**src/vrh_pkg.sv**
```systemverilog
/*
  constants, command and pin carriers, state types for the video dram
  random-port host controller.
  assumes a 100 MHz clock; all timing counts derive from it.
*/
// Overview of operation
// RULE_01 - row half, then column half, nine bits each
// RULE_02 - row on ras fall, column on cas
// RULE_03 - honour strobe pulse widths and row precharge
// RULE_04 - read keeps write enable high throughout
// RULE_05 - device drives data only when cas, oe low
// RULE_06 - read data holds until cas rises
// RULE_07 - write enable before cas gives early write
// RULE_08 - oe high at ras fall for writes
// RULE_09 - rmw: oe read, then write enable write
// RULE_10 - write data valid by later falling edge
// RULE_11 - page mode toggles cas within one row
// RULE_12 - write enable low at ras latches mask
// RULE_13 - mask zero blocks bit, one allows
// RULE_14 - mask lasts one row cycle only
// RULE_15 - refresh all 512 rows every 8 ms
// RULE_16 - every row cycle refreshes the whole row
// RULE_17 - row-only refresh walks all row addresses
// RULE_18 - cas before ras uses internal counter
// RULE_19 - hidden refresh: hold cas, cycle ras
// RULE_20 - transfer type from strobe levels at ras
// RULE_21 - transfer moves a whole row, ports coupled
// RULE_22 - pseudo write sets direction, moves nothing
// RULE_23 - all modes decoded at ras fall
// RULE_24 - read transfer completes on oe rising
// RULE_25 - pseudo write before write after read transfer
// RULE_26 - power-up pause then eight init cycles
// RULE_27 - timer schedules refresh ahead when at risk
// RULE_28 - ras high idle means standby
package vrh_pkg;

  localparam int CLK_NS = 10;
  localparam int ROW_W = 9;
  localparam int COL_W = 9;
  localparam int DQ_W = 4;
  localparam int ROWS = 512;
  localparam int INIT_CYCLES = 8;
  localparam int SYNC_STAGES = 2;

  localparam int T_RAS_NS = 100;
  localparam int T_CAS_NS = 25;
  localparam int T_RP_NS = 80;
  localparam int T_RAH_NS = 15;
  localparam int T_ASC_NS = 10;
  localparam int T_CSR_NS = 10;
  localparam int T_OEA_NS = 25;
  localparam int T_OED_NS = 20;
  localparam int T_WP_NS = 20;
  localparam int T_CP_NS = 15;
  localparam int T_PAUSE_US = 200;
  localparam int T_REF_MS = 8;

  localparam int C_RAS = (T_RAS_NS + CLK_NS - 1) / CLK_NS;
  localparam int C_CAS = (T_CAS_NS + CLK_NS - 1) / CLK_NS;
  localparam int C_RP = (T_RP_NS + CLK_NS - 1) / CLK_NS;
  localparam int C_RAH = (T_RAH_NS + CLK_NS - 1) / CLK_NS;
  localparam int C_ASC = (T_ASC_NS + CLK_NS - 1) / CLK_NS;
  localparam int C_CSR = (T_CSR_NS + CLK_NS - 1) / CLK_NS;
  localparam int C_OEA = (T_OEA_NS + CLK_NS - 1) / CLK_NS;
  localparam int C_OED = (T_OED_NS + CLK_NS - 1) / CLK_NS;
  localparam int C_WP = (T_WP_NS + CLK_NS - 1) / CLK_NS;
  localparam int C_CP = (T_CP_NS + CLK_NS - 1) / CLK_NS;
  localparam int C_PAUSE = T_PAUSE_US * 1000 / CLK_NS;
  localparam int C_REFI = T_REF_MS * 1000000 / (ROWS * CLK_NS);
  // cas low long enough that the whole ras low time meets its minimum
  localparam int C_RAS_REST = C_RAS - C_RAH - C_ASC - 1;
  localparam int C_CASW = (C_RAS_REST > C_CAS) ? C_RAS_REST : C_CAS;
  localparam int C_RD_RAW = C_OEA + SYNC_STAGES + 1;
  localparam int C_RD = (C_RD_RAW > C_CASW) ? C_RD_RAW : C_CASW;

  localparam int CNT_W = 16;
  localparam int REFI_W = 11;
  localparam int PEND_W = 4;
  localparam logic [PEND_W-1:0] PEND_MAX = 4'h8;
  localparam logic [PEND_W-1:0] PEND_URGENT = 4'h6;
  localparam logic [3:0] INIT_LEFT = 4'h8;

  typedef enum logic [2:0] {
    OP_READ = 3'h0,
    OP_WRITE = 3'h1,
    OP_RMW = 3'h2,
    OP_RD_XFER = 3'h3,
    OP_WR_XFER = 3'h4,
    OP_PS_XFER = 3'h5,
    OP_ROWREF = 3'h6
  } vrh_op_t;

  typedef enum logic [12:0] {
    ST_INIT = 13'h0001,
    ST_IDLE = 13'h0002,
    ST_SETUP = 13'h0004,
    ST_RAS_LO = 13'h0008,
    ST_COL = 13'h0010,
    ST_CAS_LO = 13'h0020,
    ST_RMW_W = 13'h0040,
    ST_END = 13'h0080,
    ST_HID_P = 13'h0100,
    ST_CBR_C = 13'h0200,
    ST_CBR_R = 13'h0400,
    ST_RISE = 13'h0800,
    ST_PRECH = 13'h1000
  } vrh_state_t;

  typedef struct packed {
    vrh_op_t op;
    logic [ROW_W-1:0] row;
    logic [COL_W-1:0] col;
    logic [DQ_W-1:0] wdata;
    logic [DQ_W-1:0] mask;
    logic use_mask;
  } vrh_cmd_t;

  typedef struct packed {
    logic ras_n;
    logic cas_n;
    logic transfer_output_enable_n;
    logic mask_select_write_enable_n;
    logic serial_enable_n;
    logic [ROW_W-1:0] addr;
  } vrh_pins_t;

  localparam vrh_pins_t PINS_IDLE = '{ras_n: 1'b1, cas_n: 1'b1,
    transfer_output_enable_n: 1'b1, mask_select_write_enable_n: 1'b1,
    serial_enable_n: 1'b1, addr: '0};

  typedef struct packed {
    vrh_state_t st;
    logic [CNT_W-1:0] cnt;
    logic [3:0] init_left;
    vrh_cmd_t cmd;
    vrh_pins_t pins;
    logic [DQ_W-1:0] dq_o;
    logic dq_oe_n;
    logic [DQ_W-1:0] dq_s1;
    logic [DQ_W-1:0] dq_s2;
    logic [DQ_W-1:0] rdata;
    logic rvalid;
    logic [ROW_W-1:0] ref_row;
    logic buf_out;
  } vrh_regs_t;

  typedef struct packed {
    logic [REFI_W-1:0] tick;
    logic [PEND_W-1:0] pend;
  } vrh_ref_t;

endpackage

```
**src/vrh_ctrl.sv**
```systemverilog
/*
  host-side controller for the random port of a dual-port video dram:
  random read, early write, read-modify-write, page mode, transfers,
  cas-before-ras, row-only and hidden refresh, power-up sequence.
  assumes one 100 MHz clock; the data pins are resolved outside.
*/
`timescale 1ns/1ps
module vrh_ctrl import vrh_pkg::*; #(
  parameter int PAUSE_CYCLES = C_PAUSE
) (
  input wire logic clk_in,
  input wire logic rst_in,
  input wire logic ce_in,
  input wire logic cmd_valid_in,
  input wire vrh_cmd_t cmd_in,
  output logic cmd_ready_out,
  input wire logic refresh_row_only_in,
  output logic [DQ_W-1:0] rdata_out,
  output logic rdata_valid_out,
  output logic init_done_out,
  output vrh_pins_t pins_out,
  input wire logic [DQ_W-1:0] mask_data_pins_in,
  output logic [DQ_W-1:0] mask_data_pins_out,
  output logic mask_data_pins_oe_n_out
);

  localparam vrh_regs_t REGS_RST = '{st: ST_INIT,
    cnt: CNT_W'(PAUSE_CYCLES - 1), init_left: '0, cmd: '0,
    pins: PINS_IDLE, dq_o: '0, dq_oe_n: 1'b1, dq_s1: '0, dq_s2: '0,
    rdata: '0, rvalid: 1'b0, ref_row: '0, buf_out: 1'b0};

  vrh_regs_t r;
  vrh_regs_t next_r;
  logic take;
  logic ref_need;
  logic ref_urgent;
  logic ref_done;
  logic ready_idle;
  logic page_ok;
  logic masked;

  function automatic logic is_xfer(input vrh_op_t op);
    return (op == OP_RD_XFER) || (op == OP_WR_XFER) || (op == OP_PS_XFER);
  endfunction

  function automatic logic is_rand(input vrh_op_t op);
    return (op == OP_READ) || (op == OP_WRITE) || (op == OP_RMW);
  endfunction

  vrh_refresh u_ref (
    .clk_in(clk_in),
    .rst_in(rst_in),
    .ce_in(ce_in),
    .done_in(ref_done),
    .need_out(ref_need),
    .urgent_out(ref_urgent)
  );

  assign ref_done = ce_in && (r.st == ST_CBR_R) && (r.cnt == '0);
  assign ready_idle = (r.st == ST_IDLE) && (r.init_left == '0) &&
    !ref_urgent && !((cmd_in.op == OP_WR_XFER) && r.buf_out);
  assign masked = cmd_in.use_mask &&
    ((cmd_in.op == OP_WRITE) || (cmd_in.op == OP_RMW));
  assign page_ok = (r.st == ST_END) && cmd_valid_in && !ref_urgent &&
    is_rand(cmd_in.op) && !cmd_in.use_mask && is_rand(r.cmd.op) &&
    (cmd_in.row == r.cmd.row);

  always_comb begin
    next_r = r;
    take = 1'b0;
    next_r.rvalid = 1'b0;
    next_r.dq_s1 = mask_data_pins_in;
    next_r.dq_s2 = r.dq_s1;
    if (r.cnt != '0) begin
      next_r.cnt = r.cnt - 1'b1;
    end
    case (r.st)
      ST_INIT: begin
        if (r.cnt == '0) begin
          next_r.init_left = INIT_LEFT; // RULE_26
          next_r.st = ST_IDLE;
        end
      end
      ST_IDLE: begin
        if (!ready_idle && (r.init_left != '0 || ref_urgent) ||
            ref_need && !cmd_valid_in) begin
          if (refresh_row_only_in && r.init_left == '0) begin
            next_r.cmd.op = OP_ROWREF; // RULE_17
            next_r.pins.addr = r.ref_row;
            next_r.st = ST_SETUP;
          end else begin
            next_r.cmd.op = OP_READ;
            next_r.pins.cas_n = 1'b0; // RULE_18
            next_r.cnt = CNT_W'(C_CSR - 1);
            next_r.st = ST_CBR_C;
          end
        end else if (cmd_valid_in && (cmd_in.op == OP_WR_XFER) &&
                     r.buf_out && r.init_left == '0 && !ref_urgent) begin
          next_r.cmd.op = OP_PS_XFER; // RULE_25
          next_r.cmd.row = cmd_in.row;
          next_r.cmd.col = cmd_in.col;
          next_r.pins.addr = cmd_in.row;
          next_r.pins.transfer_output_enable_n = 1'b0;
          next_r.pins.mask_select_write_enable_n = 1'b0;
          next_r.pins.serial_enable_n = 1'b1;
          next_r.st = ST_SETUP;
        end else if (cmd_valid_in && ready_idle) begin
          take = 1'b1;
          next_r.cmd = cmd_in;
          next_r.pins.addr = cmd_in.row; // RULE_01
          next_r.pins.transfer_output_enable_n = !is_xfer(cmd_in.op); // RULE_08
          next_r.pins.mask_select_write_enable_n = !(masked ||
            cmd_in.op == OP_WR_XFER || cmd_in.op == OP_PS_XFER); // RULE_20
          next_r.pins.serial_enable_n = (cmd_in.op != OP_WR_XFER); // RULE_20
          next_r.dq_o = cmd_in.mask; // RULE_12
          next_r.dq_oe_n = !masked;
          next_r.st = ST_SETUP;
        end
      end
      ST_SETUP: begin
        next_r.pins.ras_n = 1'b0; // RULE_02
        next_r.cnt = CNT_W'(C_RAH - 1);
        next_r.st = ST_RAS_LO;
      end
      ST_RAS_LO: begin
        if (r.cnt == '0) begin
          if (r.cmd.op == OP_ROWREF) begin
            next_r.cnt = CNT_W'(C_RAS - C_RAH - 1); // RULE_17
            next_r.st = ST_CBR_R;
          end else begin
            next_r.pins.addr = r.cmd.col; // RULE_01
            next_r.cnt = CNT_W'(C_ASC - 1);
            next_r.st = ST_COL;
            if (r.cmd.op == OP_WRITE) begin
              next_r.pins.mask_select_write_enable_n = 1'b0; // RULE_07
              next_r.dq_o = r.cmd.wdata; // RULE_10
              next_r.dq_oe_n = 1'b0;
            end else if (is_rand(r.cmd.op)) begin
              next_r.pins.mask_select_write_enable_n = 1'b1; // RULE_04
              next_r.dq_oe_n = 1'b1;
            end
          end
        end
      end
      ST_COL: begin
        if (r.cnt == '0) begin
          next_r.pins.cas_n = 1'b0; // RULE_02
          next_r.st = ST_CAS_LO;
          if (r.cmd.op == OP_READ || r.cmd.op == OP_RMW) begin
            next_r.pins.transfer_output_enable_n = 1'b0; // RULE_09
            next_r.cnt = CNT_W'(C_RD - 1);
          end else begin
            next_r.cnt = CNT_W'(C_CASW - 1); // RULE_03
          end
        end
      end
      ST_CAS_LO: begin
        if (r.cnt == '0) begin
          next_r.st = ST_END;
          if (r.cmd.op == OP_READ || r.cmd.op == OP_RMW) begin
            next_r.rdata = r.dq_s2;
            next_r.rvalid = 1'b1;
          end
          if (r.cmd.op == OP_RMW) begin
            next_r.pins.transfer_output_enable_n = 1'b1; // RULE_09
            next_r.cnt = CNT_W'(C_OED - 1);
            next_r.st = ST_RMW_W;
          end
        end
      end
      ST_RMW_W: begin
        if (r.cnt == '0) begin
          if (r.pins.mask_select_write_enable_n) begin
            next_r.pins.mask_select_write_enable_n = 1'b0; // RULE_09
            next_r.dq_o = r.cmd.wdata; // RULE_10
            next_r.dq_oe_n = 1'b0; // RULE_05
            next_r.cnt = CNT_W'(C_WP - 1);
          end else begin
            next_r.st = ST_END;
          end
        end
      end
      ST_END: begin
        next_r.pins.transfer_output_enable_n = 1'b1; // RULE_24
        next_r.st = ST_RISE;
        // ras kept low one more cycle so its minimum width is met
        if (r.cmd.op == OP_READ && ref_need) begin
          next_r.pins.transfer_output_enable_n = 1'b0; // RULE_19
          next_r.pins.ras_n = 1'b1; // RULE_19
          next_r.cnt = CNT_W'(C_RP - 1);
          next_r.st = ST_HID_P;
        end else if (page_ok) begin
          take = 1'b1;
          next_r.cmd = cmd_in;
          next_r.pins.cas_n = 1'b1; // RULE_11
          next_r.pins.mask_select_write_enable_n = 1'b1;
          next_r.dq_oe_n = 1'b1;
          next_r.cnt = CNT_W'(C_CP - 1);
          next_r.st = ST_RAS_LO;
        end
      end
      ST_HID_P: begin
        if (r.cnt == '0) begin
          next_r.pins.ras_n = 1'b0; // RULE_19
          next_r.cnt = CNT_W'(C_RAS - 1);
          next_r.st = ST_CBR_R;
        end
      end
      ST_CBR_C: begin
        if (r.cnt == '0) begin
          next_r.pins.ras_n = 1'b0; // RULE_18
          next_r.cnt = CNT_W'(C_RAS - 1);
          next_r.st = ST_CBR_R;
        end
      end
      ST_CBR_R: begin
        if (r.cnt == '0) begin
          next_r.pins.ras_n = 1'b1;
          next_r.st = ST_RISE;
          if (r.cmd.op == OP_ROWREF) begin
            next_r.ref_row = r.ref_row + 1'b1; // RULE_17
          end
          if (r.init_left != '0) begin
            next_r.init_left = r.init_left - 1'b1; // RULE_26
          end
        end
      end
      ST_RISE: begin
        if (r.cmd.op == OP_RD_XFER) begin
          next_r.buf_out = 1'b1; // RULE_22
        end else if (r.cmd.op == OP_PS_XFER || r.cmd.op == OP_WR_XFER) begin
          next_r.buf_out = 1'b0; // RULE_22
        end
        next_r.pins = PINS_IDLE; // RULE_28
        next_r.pins.addr = r.pins.addr;
        next_r.dq_oe_n = 1'b1;
        next_r.cnt = CNT_W'(C_RP - 1); // RULE_03
        next_r.st = ST_PRECH;
      end
      ST_PRECH: begin
        if (r.cnt == '0) begin
          next_r.st = ST_IDLE;
        end
      end
      default: begin
        next_r = REGS_RST;
      end
    endcase
  end

  always_ff @(posedge clk_in or posedge rst_in) begin
    if (rst_in) begin
      r <= REGS_RST;
    end else if (ce_in) begin
      r <= next_r;
    end
  end

  assign cmd_ready_out = take && ce_in;
  assign rdata_out = r.rdata;
  assign rdata_valid_out = r.rvalid;
  assign init_done_out = (r.st != ST_INIT) && (r.init_left == '0);
  assign pins_out = r.pins;
  assign mask_data_pins_out = r.dq_o;
  assign mask_data_pins_oe_n_out = r.dq_oe_n;
endmodule

```
**src/vrh_refresh.sv**
```systemverilog
/*
  refresh scheduler: interval timer and pending-refresh counter.
  assumes done_in pulses once per finished refresh cycle.
*/
`timescale 1ns/1ps
module vrh_refresh import vrh_pkg::*; (
  input wire logic clk_in,
  input wire logic rst_in,
  input wire logic ce_in,
  input wire logic done_in,
  output logic need_out,
  output logic urgent_out
);

  vrh_ref_t r;
  vrh_ref_t next_r;
  logic tick_hit;

  always_comb begin
    next_r = r;
    tick_hit = (r.tick == '0);
    // one refresh owed every row interval
    if (tick_hit) begin
      next_r.tick = REFI_W'(C_REFI - 1); // RULE_15
    end else begin
      next_r.tick = r.tick - 1'b1;
    end
    case ({tick_hit && (r.pend != PEND_MAX), done_in && (r.pend != '0)})
      2'b10: next_r.pend = r.pend + 1'b1; // RULE_27
      2'b01: next_r.pend = r.pend - 1'b1;
      default: next_r.pend = r.pend;
    endcase
  end

  always_ff @(posedge clk_in or posedge rst_in) begin
    if (rst_in) begin
      r <= '{tick: REFI_W'(C_REFI - 1), pend: '0};
    end else if (ce_in) begin
      r <= next_r;
    end
  end

  assign need_out = (r.pend != '0);
  assign urgent_out = (r.pend >= PEND_URGENT);
endmodule

```
**config.mk**
```make
export PLATFORM = sky130hd
export DESIGN_NAME = vrh_ctrl
export DESIGN_NICKNAME = d
export VERILOG_FILES = /design/src/vrh_pkg.sv /design/src/vrh_ctrl.sv /design/src/vrh_refresh.sv
export SDC_FILE = /design/constraint.sdc
export NUM_CORES = 1
export LEC_CHECK = 0
export ABC_AREA = 1
export BUFFER_PORTS_ARGS = -buffer_cell sky130_fd_sc_hd__buf_4
export CAP_MARGIN = 40
export CORE_ASPECT_RATIO = 0.9
export CORE_MARGIN = 1.5
export CORE_UTILIZATION = 48
export CTS_CLUSTER_DIAMETER = 80
export CTS_CLUSTER_SIZE = 12
export DETAILED_ROUTE_END_ITERATION = 7
export PLACE_DENSITY_LB_ADDON = 0.08
export SLEW_MARGIN = 30
export SYNTH_ARGS = -nofsm -noshare
export SYNTH_HDL_FRONTEND = slang
export SYNTH_SLANG_ARGS = --single-unit
```
**constraint.sdc**
```tcl
create_clock -name clk_in -period 4.16 [get_ports clk_in]
set_input_delay 0.208 -clock clk_in [delete_from_list [all_inputs] [get_ports clk_in]]
set_output_delay 0.208 -clock clk_in [all_outputs]
set_load 0.005 [all_outputs]
```
==> impl_metrics.tcl, run 1 <==
set metrics [dict create \
    final_util_pct 57.1 \
    drive_above_1_share_pct 18.8 \
    place_hpwl_um 15800 \
    p_sw_share_pct 38.5 \
    n_fill_cell 1503 \
    max-slew-margin-rel_pct 59.5 \
    clock_skew_ps 12.9 \
    antenna_left 0 \
    grt_pass1_wl_um 34400 \
    syn_inst 1092 \
    clockBufferDepth 2 \
    syn_area_sq_mm 0.00778 \
    synth_enable_flop_cells 0 \
    setup.worst_path.end_class "register" \
    core_sq_mm 0.0157 \
    setup-violations-final 0 \
    syn_nets 1140 \
    port_buffers 64 \
    die_area_sq_mm 0.0170 \
    worst_pin_slew_ps 607 \
    rows 43 \
    grt_pass1_vias 6626 \
    rsz0062_at_grt "no" \
    wire_per_inst_um 15.6 \
    critPathMaxFanout 14 \
    place.gp.congestion 0.994 \
    seq_area_frac_synth_pct 37.3 \
    cts_root_buf "clkbuf_16" \
    fin_crit_sh_pct 68.6 \
    ys.flop_type "dfrtp_1" \
    drt_iter0_drc 628 \
    grt_overflow_total 0 \
    synth_cell_types 49 \
    cts_buffers 17 \
    finalHoldViolations 0 \
    die_w_um 137 \
    outcome "finished, final reports clean" \
    min_period_ps 2860 \
    p_sw_mw 1.84 \
    comb_power_share_pct 35.9 \
    final_nets 1192 \
    insertedDiodeCount 0 \
    synthArstFlopShare_pct 100 \
    grt_max_degree 59 \
    path_clk_slew_ps 50 \
    htree_levels 4 \
    drtPass1Iterations 5 \
    p_leak_nw 4.53 \
    avgSynthCellArea_sq_um 7.13 \
    wirelength_um 21200 \
    vias 7252 \
    max_freq_mhz 350 \
    critPathLaunchType "register" \
    cap_violations 0 \
    r2r_slack_ps 1300 \
    seq_power_share_pct 31.6 \
    final_common_cell "nand2_1" \
    critPathKind "reg -> reg" \
    clock_sink_count 115 \
    ir_drop_uv 343 \
    cp.required_ps 4460 \
    yosys_warnings 0 \
    clock_latency_ps 430 \
    final_cell_mix "nand2_1 (300), nor2_1 (124), inv_1 (115), dfrtp_1 (94), buf_4 (69)" \
    slew_violations 0 \
    antenna_found_initial 0 \
    io_pins 65 \
    start_util_pct 49.7 \
    vias_per_cell 5.34 \
    die_y_um 124 \
    p_clk_share_pct 32.4 \
    hold_class "in -> reg" \
    drc 0 \
    grt_usage_pct 26.6 \
    pwr_density_cell_mw_per_mm2 534 \
    setup_tns_ps 0 \
    synth_seq_cells 115 \
    p_int_mw 2.94 \
    area_delta_synth_final_pct 15.0 \
    cts_tree "built" \
    cp_data_arrival_time_ps 3150 \
]
==> sequential cells by signal (all words and copies together), names as in the netlist <==
name and count:
rdata_valid_out 1, rdata_out 4, mask_data_pins_oe_n_out 1, r 76
u_ref.r 15, pins_out 14, mask_data_pins_out 4
==> cell usage after synthesis (6+ instances only) <==
cell      number  area (sq um)
a221oi_1       9          78.8
inv_2         13          48.8
xor2_1        19           166
nor3_1        24           120
o22ai_1        6          37.5
nand3_1       65           325
inv_1        116           435
nor4_1         6          37.5
nor2_2        16           100
o21ai_0       46           230
nand3_2        9          90.1
nand2_1      300          1130
xnor2_1        7          61.3
nand4_1       19           119
o21ai_1       35           175
o21ai_2       18           158
dfrtp_1       94          2350
dfstp_2       21           552
ha_1           8           100
buf_4         30           225
nor2_1       124           465
nand2_2       15          93.8
a21oi_1       31           155
==> critical path, cell delays in order (launching register included) <==
cell and delay (ps):
dfstp_2 370, inv_1 100, ha_1 200, nand3_1 120, inv_1 160, nand3_2 310, nor3_1 280, ha_1 240
ha_1 280, nand2_1 80, nor2_1 40, a211oi_1 220, nand2_1 80, nand2_1 60, nor2_1 40, xor2_1 140
==> stage by stage <==
stage	cells	setup WS (ps)	power (mW)	instance area (sq um)	hold slack, ps
finish	1359	1300	4.77	8950	12.0
global route	1359	1010	5.09	8950	40.2
CTS	1357	1300	4.80	8920	1.11
detailed placement	1319	1310	3.22	8240	390
global placement	1319	1400	3.21	8240	392
floorplan	1092	943	2.86	7780	346
==> layout make-up <==
class / count / area [sq um] / area share (%)
multi-input cells: 799 / 4060 / 45.3
repair buffers: 77 / 603 / 6.74
flip-flops and latches: 115 / 2900 / 32.5
inverters: 134 / 513 / 5.73
clock inverters: 10 / 155 / 1.73
clock buffers: 22 / 464 / 5.19
well taps: 202 / 253 / 2.82
==> routing by layer <==
layer | vias up | part of all wire (%) | track usage [%]
met5 | - | 0 | 0
met4 | 0 | 1.6 | 8.42
met3 | 32 | 7.6 | 5.98
met2 | 274 | 42 | 37.7
met1 | 3328 | 49 | 39.8
li1 | 3618 | - | -
==> worst paths after layout <==
check                                    startpoint                        to  depth (start not counted)
max                               r[76]$_DFFE_PP1P_    u_ref.r[3]$_DFFE_PP0P_                         15
min reg2reg                rdata_out[2]$_DFFE_PP0P_  rdata_out[2]$_DFFE_PP0P_                          2
max in group asynchronous                    rst_in         r[76]$_DFFE_PP1P_                          5
min in group asynchronous                    rst_in   pins_out[0]$_DFFE_PP0P_                          3
min                            mask_data_pins_in[0]         r[19]$_DFFE_PP0P_                          3
max reg2reg                       r[76]$_DFFE_PP1P_    u_ref.r[3]$_DFFE_PP0P_                         15
==> cells by family (layout without fill, tap and decap cells) <==
logic type / count (synthesis) / in the layout / synth area share [%]
AOI/OAI and AO/OA: 159 / 159 / 12.1
and+or+nand+nor: 605 / 605 / 35.6
adders and majority gates: 9 / 9 / 1.54
xor gates and xnor gates: 26 / 26 / 2.93
buffers and inverters: 178 / 243 / 10.6
DFF: 115 / 115 / 37.3
==> power by group through the flow <==
stage          combinational (mW)  clock [mW]  sequential, mW
2_1_floorplan                1.36           0            1.49
3_3_place_gp                 1.68           0            1.53
3_5_place_dp                 1.69           0            1.53
4_1_cts                      1.71        1.58            1.51
5_1_grt                      1.92        1.63            1.54
6_report                     1.71        1.55            1.51
==> what timing repair did <==
item | CTS | global route
resized for setup | 0 | 0
setup endpoints to repair | 0 | 0
hold buffers | 6 | 0
setup buffers | 0 | 0
hold endpoints to repair | 57 | 0
Note: power is estimated with default switching activity, not from simulation.
==> run 2: changes to the inputs <==
clock period = 2.6 ns   (was 4.16 ns; I/O delays follow)
==> run 2 against run 1 <==
Utilization rose by 2.7 points. Combinational power rose by 71%. Critical path depth decreased by 2. Cell count up 2.9%. Clock-buffer cell count shrank 2. Highest routed layer unchanged.
==> impl_metrics.tcl, run 2 (same netlist as run 1, synthesis figures left out) <==
set metrics [dict create \
    final_common_cell "nand2_1" \
    htree_levels 4 \
    die_w_um 137 \
    fin_cells 1399 \
    place_hpwl_um 16900 \
    drc 0 \
    antenna_found_initial 0 \
    clock_skew_ps 8.62 \
    core_sq_mm 0.0157 \
    max-slew-margin-rel_pct 57.7 \
    r2r_slack_ps 120 \
    port_buffers 64 \
    setup-violations-final 0 \
    rsz0062_at_grt "yes" \
    grt_usage_pct 28.9 \
    antenna_left 0 \
    cts_buffers 17 \
    regArea_sq_mm 0.00290 \
    area_delta_synth_final_pct 20.5 \
    outcome "finished, final reports clean" \
    clockBufferDepth 2 \
    wirelength_um 22800 \
    final_cell_mix "nand2_1 (299), nor2_1 (121), inv_1 (115), dfrtp_1 (94), buf_4 (92)" \
    post_cts_buffers 0 \
    finalHoldViolations 0 \
    cp.required_ps 2910 \
    wire_per_inst_um 16.3 \
    cpPeakStageDelay_ps 380 \
    dp_cells 1343 \
    cpMaxStageDelayCell "dfrtp_1" \
    die_area_sq_mm 0.0170 \
    critPathLaunchType "register" \
    cts_tree "built" \
    die_y_um 124 \
    fin_crit_sh_pct 95.5 \
    grt_pass1_wl_um 37100 \
    crit_chain "inv_1, ha_1, nand3_1, nor2_1, nand2_2, nor2_1, nand2_1, nand4_1, nor2_2, nand2_4, nor2_2, nand2_1, nand2_1" \
    rows 43 \
    place_area_sq_mm 0.00844 \
    worst_pin_slew_ps 635 \
    critPathTopFamily "simple AND/OR/NAND/NOR gates" \
    vias 7368 \
    insertedDiodeCount 0 \
    cap_violations 0 \
    worst-path-buf-inv 1 \
    min_period_ps 2480 \
    total_power_mw 7.89 \
    critPathMaxFanout 23 \
    n_fill_cell 1450 \
    clock_latency_ps 420 \
    largest_register "r" \
    drt_iter0_drc 797 \
    final_nets 1232 \
    io_pins 65 \
    drive_above_1_share_pct 21.1 \
    multi_input_area_sq_mm 0.00412 \
    clock_sink_count 115 \
    vias_per_cell 5.27 \
    cp_data_arrival_time_ps 2790 \
    start_util_pct 49.7 \
    grt_pass1_vias 6950 \
    final_util_pct 59.9 \
    p_leak_nw 4.71 \
    pwr_density_cell_mw_per_mm2 842 \
    place.gp.congestion 0.962 \
    crit_top_cell "nand2_1" \
    max_freq_mhz 403 \
    largest_reg_flops 76 \
    drtPass1Iterations 6 \
    setup.worst_path.end_class "register" \
    grt_max_degree 116 \
    slew_violations 0 \
    fin_area_sq_mm 0.00937 \
    critPathKind "reg -> reg" \
    ir_drop_uv 589 \
    hold_class "in -> reg" \
    cts_root_buf "clkbuf_16" \
    grt_overflow_total 0 \
    path_clk_slew_ps 50 \
]
-- run 2: changes by cell type in the layout (fill, tap and decap cells not counted), moves of 2 or more --
cell / previous run / this run
dlygate4sd3_1: 6 / 24
clkinv_2: 4 / 2
ha_1: 8 / 5
ha_2: 0 / 2
nor2_2: 16 / 18
nor2_1: 124 / 121
clkinv_4: 0 / 2
clkinvlp_4: 2 / 4
clkbuf_1: 3 / 1
buf_4: 69 / 92
-- run 2: timing repair --
item,CTS,global route
gates resized for setup,1,12
hold buffers,24,0
endpoints found under the setup margin,1,34
pin swaps,0,2
gates cloned,0,0
endpoints found under the hold margin,117,0
-- run 2: area by class of cell --
cell class / count / area share (%)
Multi-Input combinational cell: 799 / 43.9
Clock buffer: 20 / 4.87
Tap cell: 202 / 2.70
Timing Repair Buffer: 117 / 10.1
Sequential cell: 115 / 31.0
Inverter: 134 / 5.49
Clock inverter: 12 / 1.91
-- run 2: tightest hold or removal path, cell delays in order --
cell     delay (ps)
buf_4            80
nand2_1          40
nand2_1          50
nand2_1          50
nand2_1          50
-- run 2: worst paths after layout --
kind | depth (start not counted) | endpoint | startpoint
min in group asynchronous | 4 | pins_out[0]$_DFFE_PP0P_ | rst_in
max in group asynchronous | 4 | r[71]$_DFFE_PP0P_ | rst_in
min reg2reg | 2 | rdata_out[3]$_DFFE_PP0P_ | rdata_out[3]$_DFFE_PP0P_
max | 13 | r[95]$_DFFE_PP0P_ | r[72]$_DFFE_PP0P_
min | 5 | mask_data_pins_out[2]$_DFFE_PP0P_ | cmd_in[3]
max reg2reg | 13 | r[95]$_DFFE_PP0P_ | r[72]$_DFFE_PP0P_
-- run 2: layer usage --
| metal | GRT usage, % | vias to the layer above | part of all wire (%) |
|---|---|---|---|
| met1 | 44.3 | 3398 | 51 |
| li1 | - | 3700 | - |
| met2 | 40.2 | 245 | 41 |
| met3 | 7.04 | 25 | 6.9 |
| met4 | 7.57 | 0 | 1.4 |
| met5 | 0 | - | 0 |
-- run 2: per-stage QoR --
stage	TNS, ps	setup WS (ps)	hold slack, ps
2_1_floorplan	0	45.6	268
3_3_place_gp	0	109	354
3_5_place_dp	0	73.5	355
4_1_cts	0	58.3	5.75
5_1_grt	-96.0	-96.0	16.9
6_report	0	118	12.6
-- run 2: power breakdown --
group	total, mW	internal (mW)	switching [mW]	leakage, nW
registers	2.43	2.19	0.242	1.51
logic	2.93	0.969	1.97	2.90
clock network	2.53	1.65	0.874	0.303
==> run 3: changes to the inputs <==
==> constraint.sdc (replaced) <==
create_clock -name clk_in -period 2.6 [get_ports clk_in]
set_input_delay 0.39 -clock clk_in [delete_from_list [all_inputs] [get_ports clk_in]]
set_output_delay 0.39 -clock clk_in [all_outputs]
set_load 0.005 [all_outputs]
==> run 3 against run 2 <==
Sequential power barely moved. Via count shrank 0.48%. Non-clock buffer count down 25. Sequential share of layout area is 1.0 points higher. Register-to-register slack better by 90 ps. First-iteration DRC count decreased by 24%. Critical path type is now reg -> out.
==> impl_metrics.tcl, run 3 (same netlist as run 1, synthesis figures left out) <==
set metrics [dict create \
    p_sw_share_pct 39.4 \
    max_freq_mhz 388 \
    path_clk_slew_ps 60 \
    wire_per_inst_um 15.9 \
    grt_max_degree 116 \
    crit_chain "nor2_2, nand2_2, nor2_8, nand2_2, inv_2, nand4_1, a21oi_1, buf_4" \
    drc 0 \
    critPathLaunchType "register" \
    final_util_pct 58.0 \
    wirelength_um 21800 \
    p_leak_nw 4.60 \
    antenna_found_initial 0 \
    die_area_sq_mm 0.0170 \
    max-slew-margin-rel_pct 58.0 \
    cts_tree "built" \
    port_buffers 64 \
    largest_reg_flops 76 \
    p_int_mw 4.64 \
    finalHoldViolations 0 \
    place_hpwl_um 16400 \
    die_y_um 124 \
    clock_skew_ps 10.8 \
    final_common_cell "nand2_1" \
    setup-violations-final 0 \
    fin_cells 1373 \
    clockBufferDepth 2 \
    setup_slack_ps 22.4 \
    grt_pass1_vias 6712 \
    slew_violations 0 \
    seq_power_share_pct 31.7 \
    pwr_density_cell_mw_per_mm2 843 \
    fin_crit_sh_pct 99.1 \
    htree_levels 4 \
    crit_top_cell "nand2_2" \
    io_pins 65 \
    clock_latency_ps 420 \
    vias 7333 \
    grt_usage_pct 27.2 \
    drt_iter0_drc 606 \
    final_nets 1207 \
    setup.worst_path.end_class "output port" \
    dp_cells 1341 \
    grt_pass1_wl_um 34900 \
    min_period_ps 2580 \
    ir_drop_uv 551 \
    largest_register "r" \
    insertedDiodeCount 0 \
    start_util_pct 49.7 \
    die_w_um 137 \
    vias_per_cell 5.34 \
    drtPass1Iterations 6 \
    core_sq_mm 0.0157 \
    final_cell_mix "nand2_1 (300), nor2_1 (122), inv_1 (115), dfrtp_1 (94), buf_4 (90)" \
    place_ws_ps 68.2 \
    cts_buffers 17 \
    rsz0062_at_grt "yes" \
    cpMaxStageDelayCell "dfrtp_1" \
    critPathKind "reg -> out" \
    holdBufCountCts 0 \
    rows 43 \
    area_delta_synth_final_pct 16.6 \
    cp_data_arrival_time_ps 2190 \
    grt_overflow_total 0 \
    cpPeakStageDelay_ps 430 \
    p_sw_mw 3.02 \
    comb_power_share_pct 37.8 \
    r2r_slack_ps 210 \
    p_clk_share_pct 30.5 \
    worst_pin_slew_ps 629 \
    clock_sink_count 115 \
    hold_class "in -> async" \
    critPathMaxFanout 14 \
    outcome "finished, final reports clean" \
    n_fill_cell 1525 \
    drive_above_1_share_pct 20.9 \
    cap_violations 0 \
    cp.required_ps 2210 \
    cts_root_buf "clkbuf_16" \
    antenna_left 0 \
    place.gp.congestion 0.946 \
]
run 3: stage by stage:
step / TNS, ps / hold slack [ps] / instance area (sq um) / total power, mW
6_report: 0 / 131 / 9070 / 7.65
5_1_grt: -145 / 196 / 9070 / 8.15
4_1_cts: 0 / 181 / 9020 / 7.64
3_5_place_dp: 0 / 459 / 8420 / 5.26
3_3_place_gp: 0 / 459 / 8420 / 5.25
2_1_floorplan: 0 / 442 / 7780 / 4.57
run 3: what timing repair did:
| item | in CTS | in global routing |
|---|---|---|
| gates cloned | 0 | 0 |
| pin swaps | 1 | 0 |
| gates resized for setup | 0 | 10 |
| endpoints found under the setup margin | 1 | 37 |
| setup buffers | 1 | 0 |
run 3: final cells by class:
type	count	area (sq um)	area share, %
Clock buffer	22	484	5.34
Inverter	134	514	5.67
Timing Repair Buffer	92	707	7.79
Tap cell	202	253	2.79
Sequential cell	115	2900	32.0
Multi-Input combinational cell	799	4110	45.3
Clock inverter	9	104	1.14
run 3: final timing paths:
check,startpoint,end,cells after the start
hold / removal,rst_in,pins_out[2]$_DFFE_PP0P_,3
max in group asynchronous,rst_in,r[69]$_DFFE_PP0P_,3
hold reg to reg,rdata_out[3]$_DFFE_PP0P_,rdata_out[3]$_DFFE_PP0P_,2
setup / recovery,r[103]$_DFFE_PP0P_,cmd_ready_out,8
setup reg to reg,r[72]$_DFFE_PP0P_,r[95]$_DFFE_PP0P_,13
min in group clk_in,cmd_in[5],r[47]$_DFFE_PP0P_,3
run 3: power by group through the flow:
stage,Sequential (mW),Clock (mW),Combinational [mW]
after global routing,2.47,2.44,3.24
final,2.43,2.33,2.89
after detailed placement,2.44,0,2.82
after floorplan,2.39,0,2.18
after global placement,2.44,0,2.81
after CTS,2.42,2.38,2.83
run 3: metal layers:
layer  global-route usage [%]  wire (um)  vias to the layer above
li1                         -          -                     3658
met1                     41.2      11000                     3390
met2                     37.7       8840                      255
met3                     6.39       1630                       30
met4                     8.88        390                        0
met5                        0          0                        -
run 3: worst max-delay path, delay by kind of cell (launching register included):
| kind | cells | cell delay, ps |
|---|---|---|
| flip-flops | 1 | 430 |
| AO/OA/AOI/OAI | 1 | 180 |
| buffers and inverters | 2 | 330 |
| AND/OR/NAND/NOR | 5 | 820 |
